$ cat src/design/tbd_cfg.svh
// Timebase divider configuration constants
// Assumes inclusion by bare name from design files
`ifndef TBD_CFG_SVH
`define TBD_CFG_SVH

`define TBD_OFF_DIV_HIGH     12'h000
`define TBD_OFF_DIV_LOW      12'h004
`define TBD_OFF_SHD_HIGH     12'h008
`define TBD_OFF_SHD_LOW      12'h00C
`define TBD_OFF_CONFIG       12'h010
`define TBD_OFF_SHD_CMD      12'h014
`define TBD_OFF_STATUS       12'h018

`define TBD_LOCK_BIT         7
`define TBD_HIGH_DIV_MSB     2
`define TBD_CFG_CLKSEL_BIT   0
`define TBD_CFG_LATCH_BIT    1
`define TBD_CFG_FUTURE_BIT   2
`define TBD_CMD_PROG_BIT     0
`define TBD_CMD_ERASE_BIT    1
`define TBD_CMD_HIGH_BIT     2

`define TBD_SHD_ERASED       8'hFF
`define TBD_CONFIG_RESET     8'h00
`define TBD_TICK_NS          35000
`define TBD_CLK_NS           20
`define TBD_OSC_SYNC_STAGES  2

`endif

$ cat src/design/tbd_pkg.sv
// Types shared by the timebase divider design files
// Assumes no surroundings
package tbd_pkg;
    typedef logic [10:0] divisor_t;
    typedef enum logic [1:0]
    {
        ST_IDLE = 2'b00,
        ST_ACC  = 2'b01
    } apb_state_t;
endpackage

$ cat src/design/tbd_tick_if.sv
// Interface between register file and divider counter
// Assumes one clock domain
`timescale 1ns/1ns
`default_nettype none
interface tbd_tick_if;
    import tbd_pkg::*;
    divisor_t divisor;
    logic     use_osc;
    logic     tick;
    modport ctrl (output divisor, output use_osc, input tick);
    modport cnt  (input divisor, input use_osc, output tick);
endinterface
`default_nettype wire

$ cat src/design/tbd_counter.sv
// Divider counter producing one-cycle timebase ticks
// Assumes oscillator clock already synchronised as a level
`timescale 1ns/1ns
`default_nettype none
`include "tbd_cfg.svh"
module tbd_counter
    import tbd_pkg::*;
(
    input  wire logic core_clk_i,
    input  wire logic rst_b_i,
    input  wire logic osc_lvl_i,
    tbd_tick_if.cnt   tk
);
    logic     osc_prev_q, osc_prev_d;
    divisor_t cnt_q, cnt_d;
    logic     tick_q, tick_d;
    logic     ref_edge;

    // ----------------------------------------
    // Counter
    // ----------------------------------------
    always_comb
    begin
        osc_prev_d = osc_lvl_i;
        ref_edge   = tk.use_osc ? (osc_lvl_i & ~osc_prev_q) : 1'b1;
        cnt_d      = cnt_q;
        tick_d     = 1'b0;
        if (tk.divisor == 11'h000)
        begin
            cnt_d = 11'h000;
        end
        else if (ref_edge)
        begin
            if (cnt_q >= tk.divisor - 11'h001)
            begin
                cnt_d  = 11'h000;
                tick_d = 1'b1;
            end
            else
            begin
                cnt_d = cnt_q + 11'h001;
            end
        end
    end

    always_ff @(posedge core_clk_i)
    begin
        if (!rst_b_i)
        begin
            osc_prev_q <= 1'b0;
            cnt_q      <= 11'h000;
            tick_q     <= 1'b0;
        end
        else
        begin
            osc_prev_q <= osc_prev_d;
            cnt_q      <= cnt_d;
            tick_q     <= tick_d;
        end
    end

    assign tk.tick = tick_q;
endmodule
`default_nettype wire

$ cat src/design/tbd_top.sv
// EEPROM timebase divider: APB registers, shadow copies and counter
// Assumes APB master on core_clk_i; oscillator clock arrives asynchronous
//
// Behaviour
// - Deliver a constant 35 us tick when a proper divisor is loaded.
// - Reference clock is oscillator or bus clock, chosen by config bit.
// - Reset copies both shadow registers into the divider registers.
// - Eleven-bit divisor split high/low, lock-disable bit in high register.
// - Stored value divides reference; period is divisor reference periods.
// - Lock-disable bit: 1 security off, 0 security on.
// - Security on ignores writes to both divider registers and lock bit.
// - Security on blocks erase and program of both shadow registers.
// - Divisor always readable; writable only with future config bit set, latch clear, lock bit set.
// - Proposed addresses ignore writes on current revision.
// - New shadow contents reach divider registers only at system reset.
// - Shadow lock bit zero makes lock permanent across resets.
// - Unlocked shadow registers erase and program like EEPROM bytes.
`timescale 1ns/1ns
`default_nettype none
`include "tbd_cfg.svh"
module tbd_top
    import tbd_pkg::*;
(
    input  wire logic        core_clk_i,
    input  wire logic        rst_b_i,
    input  wire logic        osc_clk_i,
    input  wire logic        psel,
    input  wire logic        penable,
    input  wire logic        pwrite,
    input  wire logic [11:0] paddr,
    input  wire logic [31:0] pwdata,
    output logic      [31:0] prdata,
    output logic             pready,
    output logic             pslverr,
    output logic             timebase_tick_o,
    output logic             divider_locked_o
);
    tbd_tick_if tk ();

    logic [7:0] div_high_q, div_high_d;
    logic [7:0] div_low_q, div_low_d;
    logic [7:0] shd_high_q = `TBD_SHD_ERASED;
    logic [7:0] shd_high_d;
    logic [7:0] shd_low_q  = `TBD_SHD_ERASED;
    logic [7:0] shd_low_d;
    logic [7:0] config_q, config_d;
    logic       prog_fail_q, prog_fail_d;
    logic [`TBD_OSC_SYNC_STAGES-1:0] osc_sync_q;
    apb_state_t st_q, st_d;
    logic [31:0] prdata_d;
    logic        pslverr_d;
    logic        pready_d;
    logic        tick_out_q;
    logic        locked_out_q;
    logic        load_q;

    // ----------------------------------------
    // Helpers
    // ----------------------------------------
    function automatic logic wr_allowed(input logic [7:0] hi, input logic [7:0] cfg);
        wr_allowed = hi[`TBD_LOCK_BIT] & ~cfg[`TBD_CFG_LATCH_BIT];
    endfunction

    function automatic logic [31:0] zext8(input logic [7:0] v);
        zext8 = {24'h000000, v};
    endfunction

    function automatic logic mapped(input logic [11:0] a);
        if (a == `TBD_OFF_DIV_HIGH)
        begin
            mapped = 1'b1;
        end
        else if (a == `TBD_OFF_DIV_LOW)
        begin
            mapped = 1'b1;
        end
        else if (a == `TBD_OFF_SHD_HIGH)
        begin
            mapped = 1'b1;
        end
        else if (a == `TBD_OFF_SHD_LOW)
        begin
            mapped = 1'b1;
        end
        else if (a == `TBD_OFF_CONFIG)
        begin
            mapped = 1'b1;
        end
        else if (a == `TBD_OFF_SHD_CMD)
        begin
            mapped = 1'b1;
        end
        else if (a == `TBD_OFF_STATUS)
        begin
            mapped = 1'b1;
        end
        else
        begin
            mapped = 1'b0;
        end
    endfunction

    // ----------------------------------------
    // Oscillator synchroniser
    // ----------------------------------------
    always_ff @(posedge core_clk_i)
    begin
        if (!rst_b_i)
        begin
            osc_sync_q <= '0;
        end
        else
        begin
            osc_sync_q <= {osc_sync_q[0], osc_clk_i};
        end
    end

    // ----------------------------------------
    // Register file and APB slave
    // ----------------------------------------
    always_comb
    begin
        div_high_d  = div_high_q;
        div_low_d   = div_low_q;
        shd_high_d  = shd_high_q;
        shd_low_d   = shd_low_q;
        config_d    = config_q;
        prog_fail_d = prog_fail_q;
        st_d        = st_q;
        prdata_d    = 32'h00000000;
        pslverr_d   = 1'b0;
        pready_d    = 1'b0;
        if (load_q)
        begin
            div_high_d = {shd_high_q[`TBD_LOCK_BIT], 4'h0, shd_high_q[2:0]};
            div_low_d  = shd_low_q;
        end
        // Writes land only at the edge where pready is seen high
        if (pready && psel && penable && pwrite)
        begin
            if (paddr == `TBD_OFF_DIV_HIGH)
            begin
                if (config_q[`TBD_CFG_FUTURE_BIT] && wr_allowed(div_high_q, config_q))
                begin
                    div_high_d = {pwdata[7], 4'h0, pwdata[2:0]};
                end
            end
            else if (paddr == `TBD_OFF_DIV_LOW)
            begin
                if (config_q[`TBD_CFG_FUTURE_BIT] && wr_allowed(div_high_q, config_q))
                begin
                    div_low_d = pwdata[7:0];
                end
            end
            else if (paddr == `TBD_OFF_SHD_CMD)
            begin
                if (!div_high_q[`TBD_LOCK_BIT])
                begin
                    prog_fail_d = 1'b1;
                end
                else if (pwdata[`TBD_CMD_ERASE_BIT])
                begin
                    prog_fail_d = 1'b0;
                    if (pwdata[`TBD_CMD_HIGH_BIT])
                    begin
                        shd_high_d = `TBD_SHD_ERASED;
                    end
                    else
                    begin
                        shd_low_d = `TBD_SHD_ERASED;
                    end
                end
                else if (pwdata[`TBD_CMD_PROG_BIT])
                begin
                    prog_fail_d = 1'b0;
                    if (pwdata[`TBD_CMD_HIGH_BIT])
                    begin
                        shd_high_d = shd_high_q & pwdata[15:8];
                    end
                    else
                    begin
                        shd_low_d = shd_low_q & pwdata[15:8];
                    end
                end
            end
            else if (paddr == `TBD_OFF_CONFIG)
            begin
                config_d = {5'h00, pwdata[2:0]};
            end
        end
        case (st_q)
            ST_IDLE:
            begin
                if (psel && !penable)
                begin
                    st_d = ST_ACC;
                end
            end
            ST_ACC:
            begin
                pready_d  = 1'b1;
                st_d      = ST_IDLE;
                pslverr_d = ~mapped(paddr);
                if (!pwrite)
                begin
                    if (paddr == `TBD_OFF_DIV_HIGH)
                    begin
                        prdata_d = zext8(div_high_q);
                    end
                    else if (paddr == `TBD_OFF_DIV_LOW)
                    begin
                        prdata_d = zext8(div_low_q);
                    end
                    else if (paddr == `TBD_OFF_SHD_HIGH)
                    begin
                        prdata_d = zext8(shd_high_q);
                    end
                    else if (paddr == `TBD_OFF_SHD_LOW)
                    begin
                        prdata_d = zext8(shd_low_q);
                    end
                    else if (paddr == `TBD_OFF_CONFIG)
                    begin
                        prdata_d = zext8(config_q);
                    end
                    else if (paddr == `TBD_OFF_STATUS)
                    begin
                        prdata_d = {30'h0, prog_fail_q, ~div_high_q[`TBD_LOCK_BIT]};
                    end
                    else if (paddr == `TBD_OFF_SHD_CMD)
                    begin
                        prdata_d = 32'h00000000;
                    end
                end
            end
            default:
            begin
                st_d = ST_IDLE;
            end
        endcase
    end

    always_ff @(posedge core_clk_i)
    begin
        if (!rst_b_i)
        begin
            div_high_q   <= 8'h00;
            div_low_q    <= 8'h00;
            config_q     <= `TBD_CONFIG_RESET;
            prog_fail_q  <= 1'b0;
            st_q         <= ST_IDLE;
            prdata       <= 32'h00000000;
            pready       <= 1'b0;
            pslverr      <= 1'b0;
            load_q       <= 1'b1;
            tick_out_q   <= 1'b0;
            locked_out_q <= 1'b0;
        end
        else
        begin
            div_high_q   <= div_high_d;
            div_low_q    <= div_low_d;
            config_q     <= config_d;
            prog_fail_q  <= prog_fail_d;
            st_q         <= st_d;
            prdata       <= prdata_d;
            pready       <= pready_d;
            pslverr      <= pslverr_d;
            load_q       <= 1'b0;
            tick_out_q   <= tk.tick;
            locked_out_q <= ~div_high_d[`TBD_LOCK_BIT];
        end
    end

    // ----------------------------------------
    // Non-volatile shadows survive reset
    // ----------------------------------------
    always_ff @(posedge core_clk_i)
    begin
        shd_high_q <= shd_high_d;
        shd_low_q  <= shd_low_d;
    end

    // ----------------------------------------
    // Divider
    // ----------------------------------------
    assign tk.divisor = {div_high_q[`TBD_HIGH_DIV_MSB:0], div_low_q};
    assign tk.use_osc = config_q[`TBD_CFG_CLKSEL_BIT];

    tbd_counter u_counter
    (
        .core_clk_i (core_clk_i),
        .rst_b_i    (rst_b_i),
        .osc_lvl_i  (osc_sync_q[1]),
        .tk         (tk)
    );

    assign timebase_tick_o  = tick_out_q;
    assign divider_locked_o = locked_out_q;
endmodule
`default_nettype wire

$ cat config.mk
export PLATFORM = sky130hd
export DESIGN_NAME = tbd_top
export DESIGN_NICKNAME = d
export VERILOG_FILES = /design/src/design/tbd_pkg.sv /design/src/design/tbd_tick_if.sv /design/src/design/tbd_counter.sv /design/src/design/tbd_top.sv
export VERILOG_INCLUDE_DIRS = /design/src /design/src/design
export SDC_FILE = /design/constraint.sdc
export NUM_CORES = 1
export LEC_CHECK = 0
export BUFFER_PORTS_ARGS = -buffer_cell sky130_fd_sc_hd__buf_2
export CAP_MARGIN = 5
export CELL_PAD_IN_SITES_DETAIL_PLACEMENT = 0
export CELL_PAD_IN_SITES_GLOBAL_PLACEMENT = 1
export CORE_ASPECT_RATIO = 2
export CORE_MARGIN = 2
export CORE_UTILIZATION = 44
export CTS_BUF_LIST = sky130_fd_sc_hd__clkbuf_16
export DETAILED_ROUTE_END_ITERATION = 8
export GPL_TIMING_DRIVEN = 1
export PLACE_DENSITY = 0.92
export SETUP_SLACK_MARGIN = 0.05
export SLEW_MARGIN = 30
export SYNTH_ARGS = -nofsm -noshare
export SYNTH_HDL_FRONTEND = slang
export SYNTH_SLANG_ARGS = --single-unit
$ cat constraint.sdc
create_clock -name core_clk_i -period 6 [get_ports core_clk_i]
set_input_delay 0 -clock core_clk_i [delete_from_list [all_inputs] [get_ports core_clk_i]]
set_output_delay 0 -clock core_clk_i [all_outputs]
set_load 0.02 [all_outputs]
==> key figures <==
Clocking
  – CTS tree: built
  – Clock Pin Slew Worst Setup and Hold Paths: 50 ps
  – Clock Path Buffers: 2
  – Clock Sinks: 65
  – Postcts setup bufs: 0
  – # H-tree levels: 3
  – Clock Latency Late Sink: 330 ps
  – Clock root buffer: clkbuf_16
  – CTS Buf Count: 9

Power and ir drop
  – P per Cell Area: 259 mW/mm²
  – Leakage: 1.78 nW
  – VDD IR-drop max: 0.130 mV

Synth
  – Top-area cell type share of the netlist area: 28.7%
  – Syn Area/Cell: 10.1 µm²
  – Post-synth top cells: dfxtp_1 (49), buf_4 (24), nand2_1 (23), nor2_1 (23), nor3_1 (18)
  – Multiplexer area fraction after synthesis: 9.33%
  – Simple-gate area share of the yosys netlist: 18.0%
  – Synth warnings: 0
  – Seq/Total Area, Yosys: 42.7%
  – Compound-Gate Fraction of Synth Area: 12.3%
  – Top-count cell post-synth: dfxtp_1
  – Synthesized area: 0.00342 mm²
  – Number of synthesized flops with an enable pin: 16
  – Top flip-flop cell by instance count after synthesis: dfxtp_1
  – XOR/XNOR Fraction of Synth Area: 4.61%
  – Largest family of logic cells by synthesized area: simple AND/OR/NAND/NOR gates
  – Largest cells by area after synthesis: dfxtp_1 (29%), edfxtp_1 (14%), buf_4 (5.3%)
  – Unique masters post-synth: 48
  – Area leader, netlist: dfxtp_1
  – Synth Area in Adders: 4.75%
  – Seq cells post-synth: 65
  – Mapped Cells: 340
  – Asr flop ratio synth: 0%

Global routing
  – Gr ovfl total: 0
  – First-pass GRT wire length: 12.5 mm
  – Largest net degree at the start of global routing: 21
  – Vias in the first global route: 2664
  – GRT Overall Usage: 19.8%
  – Antenna violations before repair: 0

Setup path
  – Crit Path Max Fanout: 9
  – Setup crit end kind: flop
  – WP data arrival: 3720 ps
  – Crit start category: flop
  – Worst Path Required: 6250 ps
  – Critical path type: flop to flop

STA
  – Worst Max-Slew Pin Slew: 894 ps
  – Hold_ws: 19.2 ps
  – Fmax: 0.288 GHz
  – Setup TNS: 0 ps
  – Final Cycle Share: 57.9%
  – Post-layout minimum cycle time: 3470 ps
  – Worst Skew: 8.68 ps
  – Final Worst Setup Slack: 2530 ps
  – Max_slew headroom: 40.2%
  – Final Setup Violations: 0
  – Slew Viols, Final: 0
  – Endpoints failing hold: 0
  – RSZ-0062 raised after global routing: false

Routing
  – Residual DRC: 0
  – Highest metal used: met4
  – Initial DRT Pass Iterations: 4
  – Met2 wire length: 4.41 mm
  – Remaining antenna violation count after routing: 0
  – Met3 Routed Length: 302 µm
  – DRT Wirelength: 7.84 mm
  – DR vias/cell: 5.47
  – DR WL/cell: 15.9 µm
  – Iteration-0 DRC Markers: 163
  – Routed vias: 2702
  – M1 wire length: 2.69 mm

Outcome
  – Status: finished clean

Placement
  – Post-Place Setup Slack: 2490 ps
  – GPL Wtd Cong: 0.806
  – Port bufs: 45
  – Final HPWL DP: 5.84 mm

Layout
  – Fill cells: 685
  – Antenna diode count: 0
  – Multi-input logic area: 0.00178 mm²
  – Layout area overhead: 17.9%
  – Register area: 0.00146 mm²
  – Layout cell share with drive strength beyond 1: 17.5%
  – Nets: 458

Worst hold path
  – Hold crit path type: input pin to flop

Job
  – Max cap viols: 0

Floorplanning
  – Num rows: 45
  – Die Wd: 66.3 µm
  – Io pins: 86
  – Die span in y: 129 µm
  – Starting Density: 45.3%
  – Die area: 0.00854 mm²
  – Core Box Area: 0.00754 mm²
-- where the power goes --
group	internal [mW]	total, mW	switching, mW
registers	0.458	0.472	0.0141
clock network	0.271	0.450	0.179
logic	0.0535	0.122	0.0681
-- registers in the layout (all words and copies together) (netlist names) --
name,count
shd_low_q,8
div_low_q,8
shd_high_q,8
st_q,1
osc_sync_q,2
u_counter.osc_prev_q,1
config_q,3
div_high_q,8
pready,1
prog_fail_q,1
load_q,1
timebase_tick_o,1
prdata,8
pslverr,1
u_counter.cnt_q,11
u_counter.tk.tick,1
divider_locked_o,1
-- worst paths after layout --
check | startpoint | endpoint | slack, ps | cells past startpoint
worst max-delay path | div_low_q[6]$_SDFF_PN0_ | u_counter.cnt_q[9]$_SDFFE_PP0N_ | 2530 | 9
worst max register to register | div_low_q[6]$_SDFF_PN0_ | u_counter.cnt_q[9]$_SDFFE_PP0N_ | 2530 | 9
worst min-delay path | pwrite | prdata[2]$_SDFF_PP0_ | 20 | 3
worst min register to register | u_counter.tk.tick$_SDFF_PP0_ | timebase_tick_o$_SDFF_PN0_ | 440 | 1
-- metrics by stage --
step                      total power [mW]  cell area, µm²  util (%)  std cells
after global routing                  1.08            4030      53.4        494
after CTS                             1.05            4030      53.4        494
after detailed placement             0.593            3600      47.8        461
final                                 1.04            4030      53.4        494
after floorplan                      0.571            3510         -        363
after global placement               0.587            3590      47.6        461
-- layout make-up --
class	count	area share, %
sequential	65	36.2
clock inverter	7	0.807
clock buffer	9	5.58
tap	94	2.92
multi-input combinational	251	44.1
timing repair buffer	62	9.80
inverter	6	0.558
-- cells by family (layout without fill, tap and decap cells) --
kind of cell	count (synthesis)	count (layout)
multiplexers	23	23
AND/OR/NAND/NOR	115	115
AO/OA/AOI/OAI	58	58
buffers and inverters	47	84
adder cells (fa/ha/maj)	13	13
flip-flops	65	65
XOR/XNOR	18	18
other	1	24
-- worst max-delay path, cell delays in order, from the launching register on --
cell and delay [ps]:
dfxtp_1 380, or4_1 630, or4_1 450, xor2_1 180
ha_1 230, a2111oi_0 440, o21ai_0 150, a21oi_1 350
a21oi_1 330, nor3_1 250
-- placed cells by master, fill, tap and decap left out, types with 4 or more instances in the layout --
cell type,netlist,layout
inv_1,6,8
nor4_1,5,5
dlygate4sd3_1,0,17
a21oi_1,10,10
nor3_1,18,18
xnor2_1,12,12
o21ai_0,6,6
nor2_1,23,23
mux4_2,7,7
conb_1,1,24
nand2_1,23,23
edfxtp_1,16,16
xor2_1,6,6
ha_1,13,13
clkbuf_16,0,9
mux2i_1,15,15
a211oi_1,10,10
a21o_1,17,17
o211ai_1,4,4
buf_2,3,45
and3_1,5,5
nand3_1,6,6
dfxtp_1,49,49
nand4_1,6,6
and2_1,10,10
-- metal layers --
metal / vias to the layer above / global-route usage (%)
li1: 1295 / -
met1: 1308 / 18.2
met2: 73 / 36.1
met3: 26 / 4.46
met4: 0 / 15.0
met5: - / 0
-- what timing repair did --
action | CTS | global route
gates resized for setup | 0 | 0
hold endpoints to repair | 25 | 0
hold buffers | 17 | 0
Note: power is estimated with default switching activity, not from simulation.
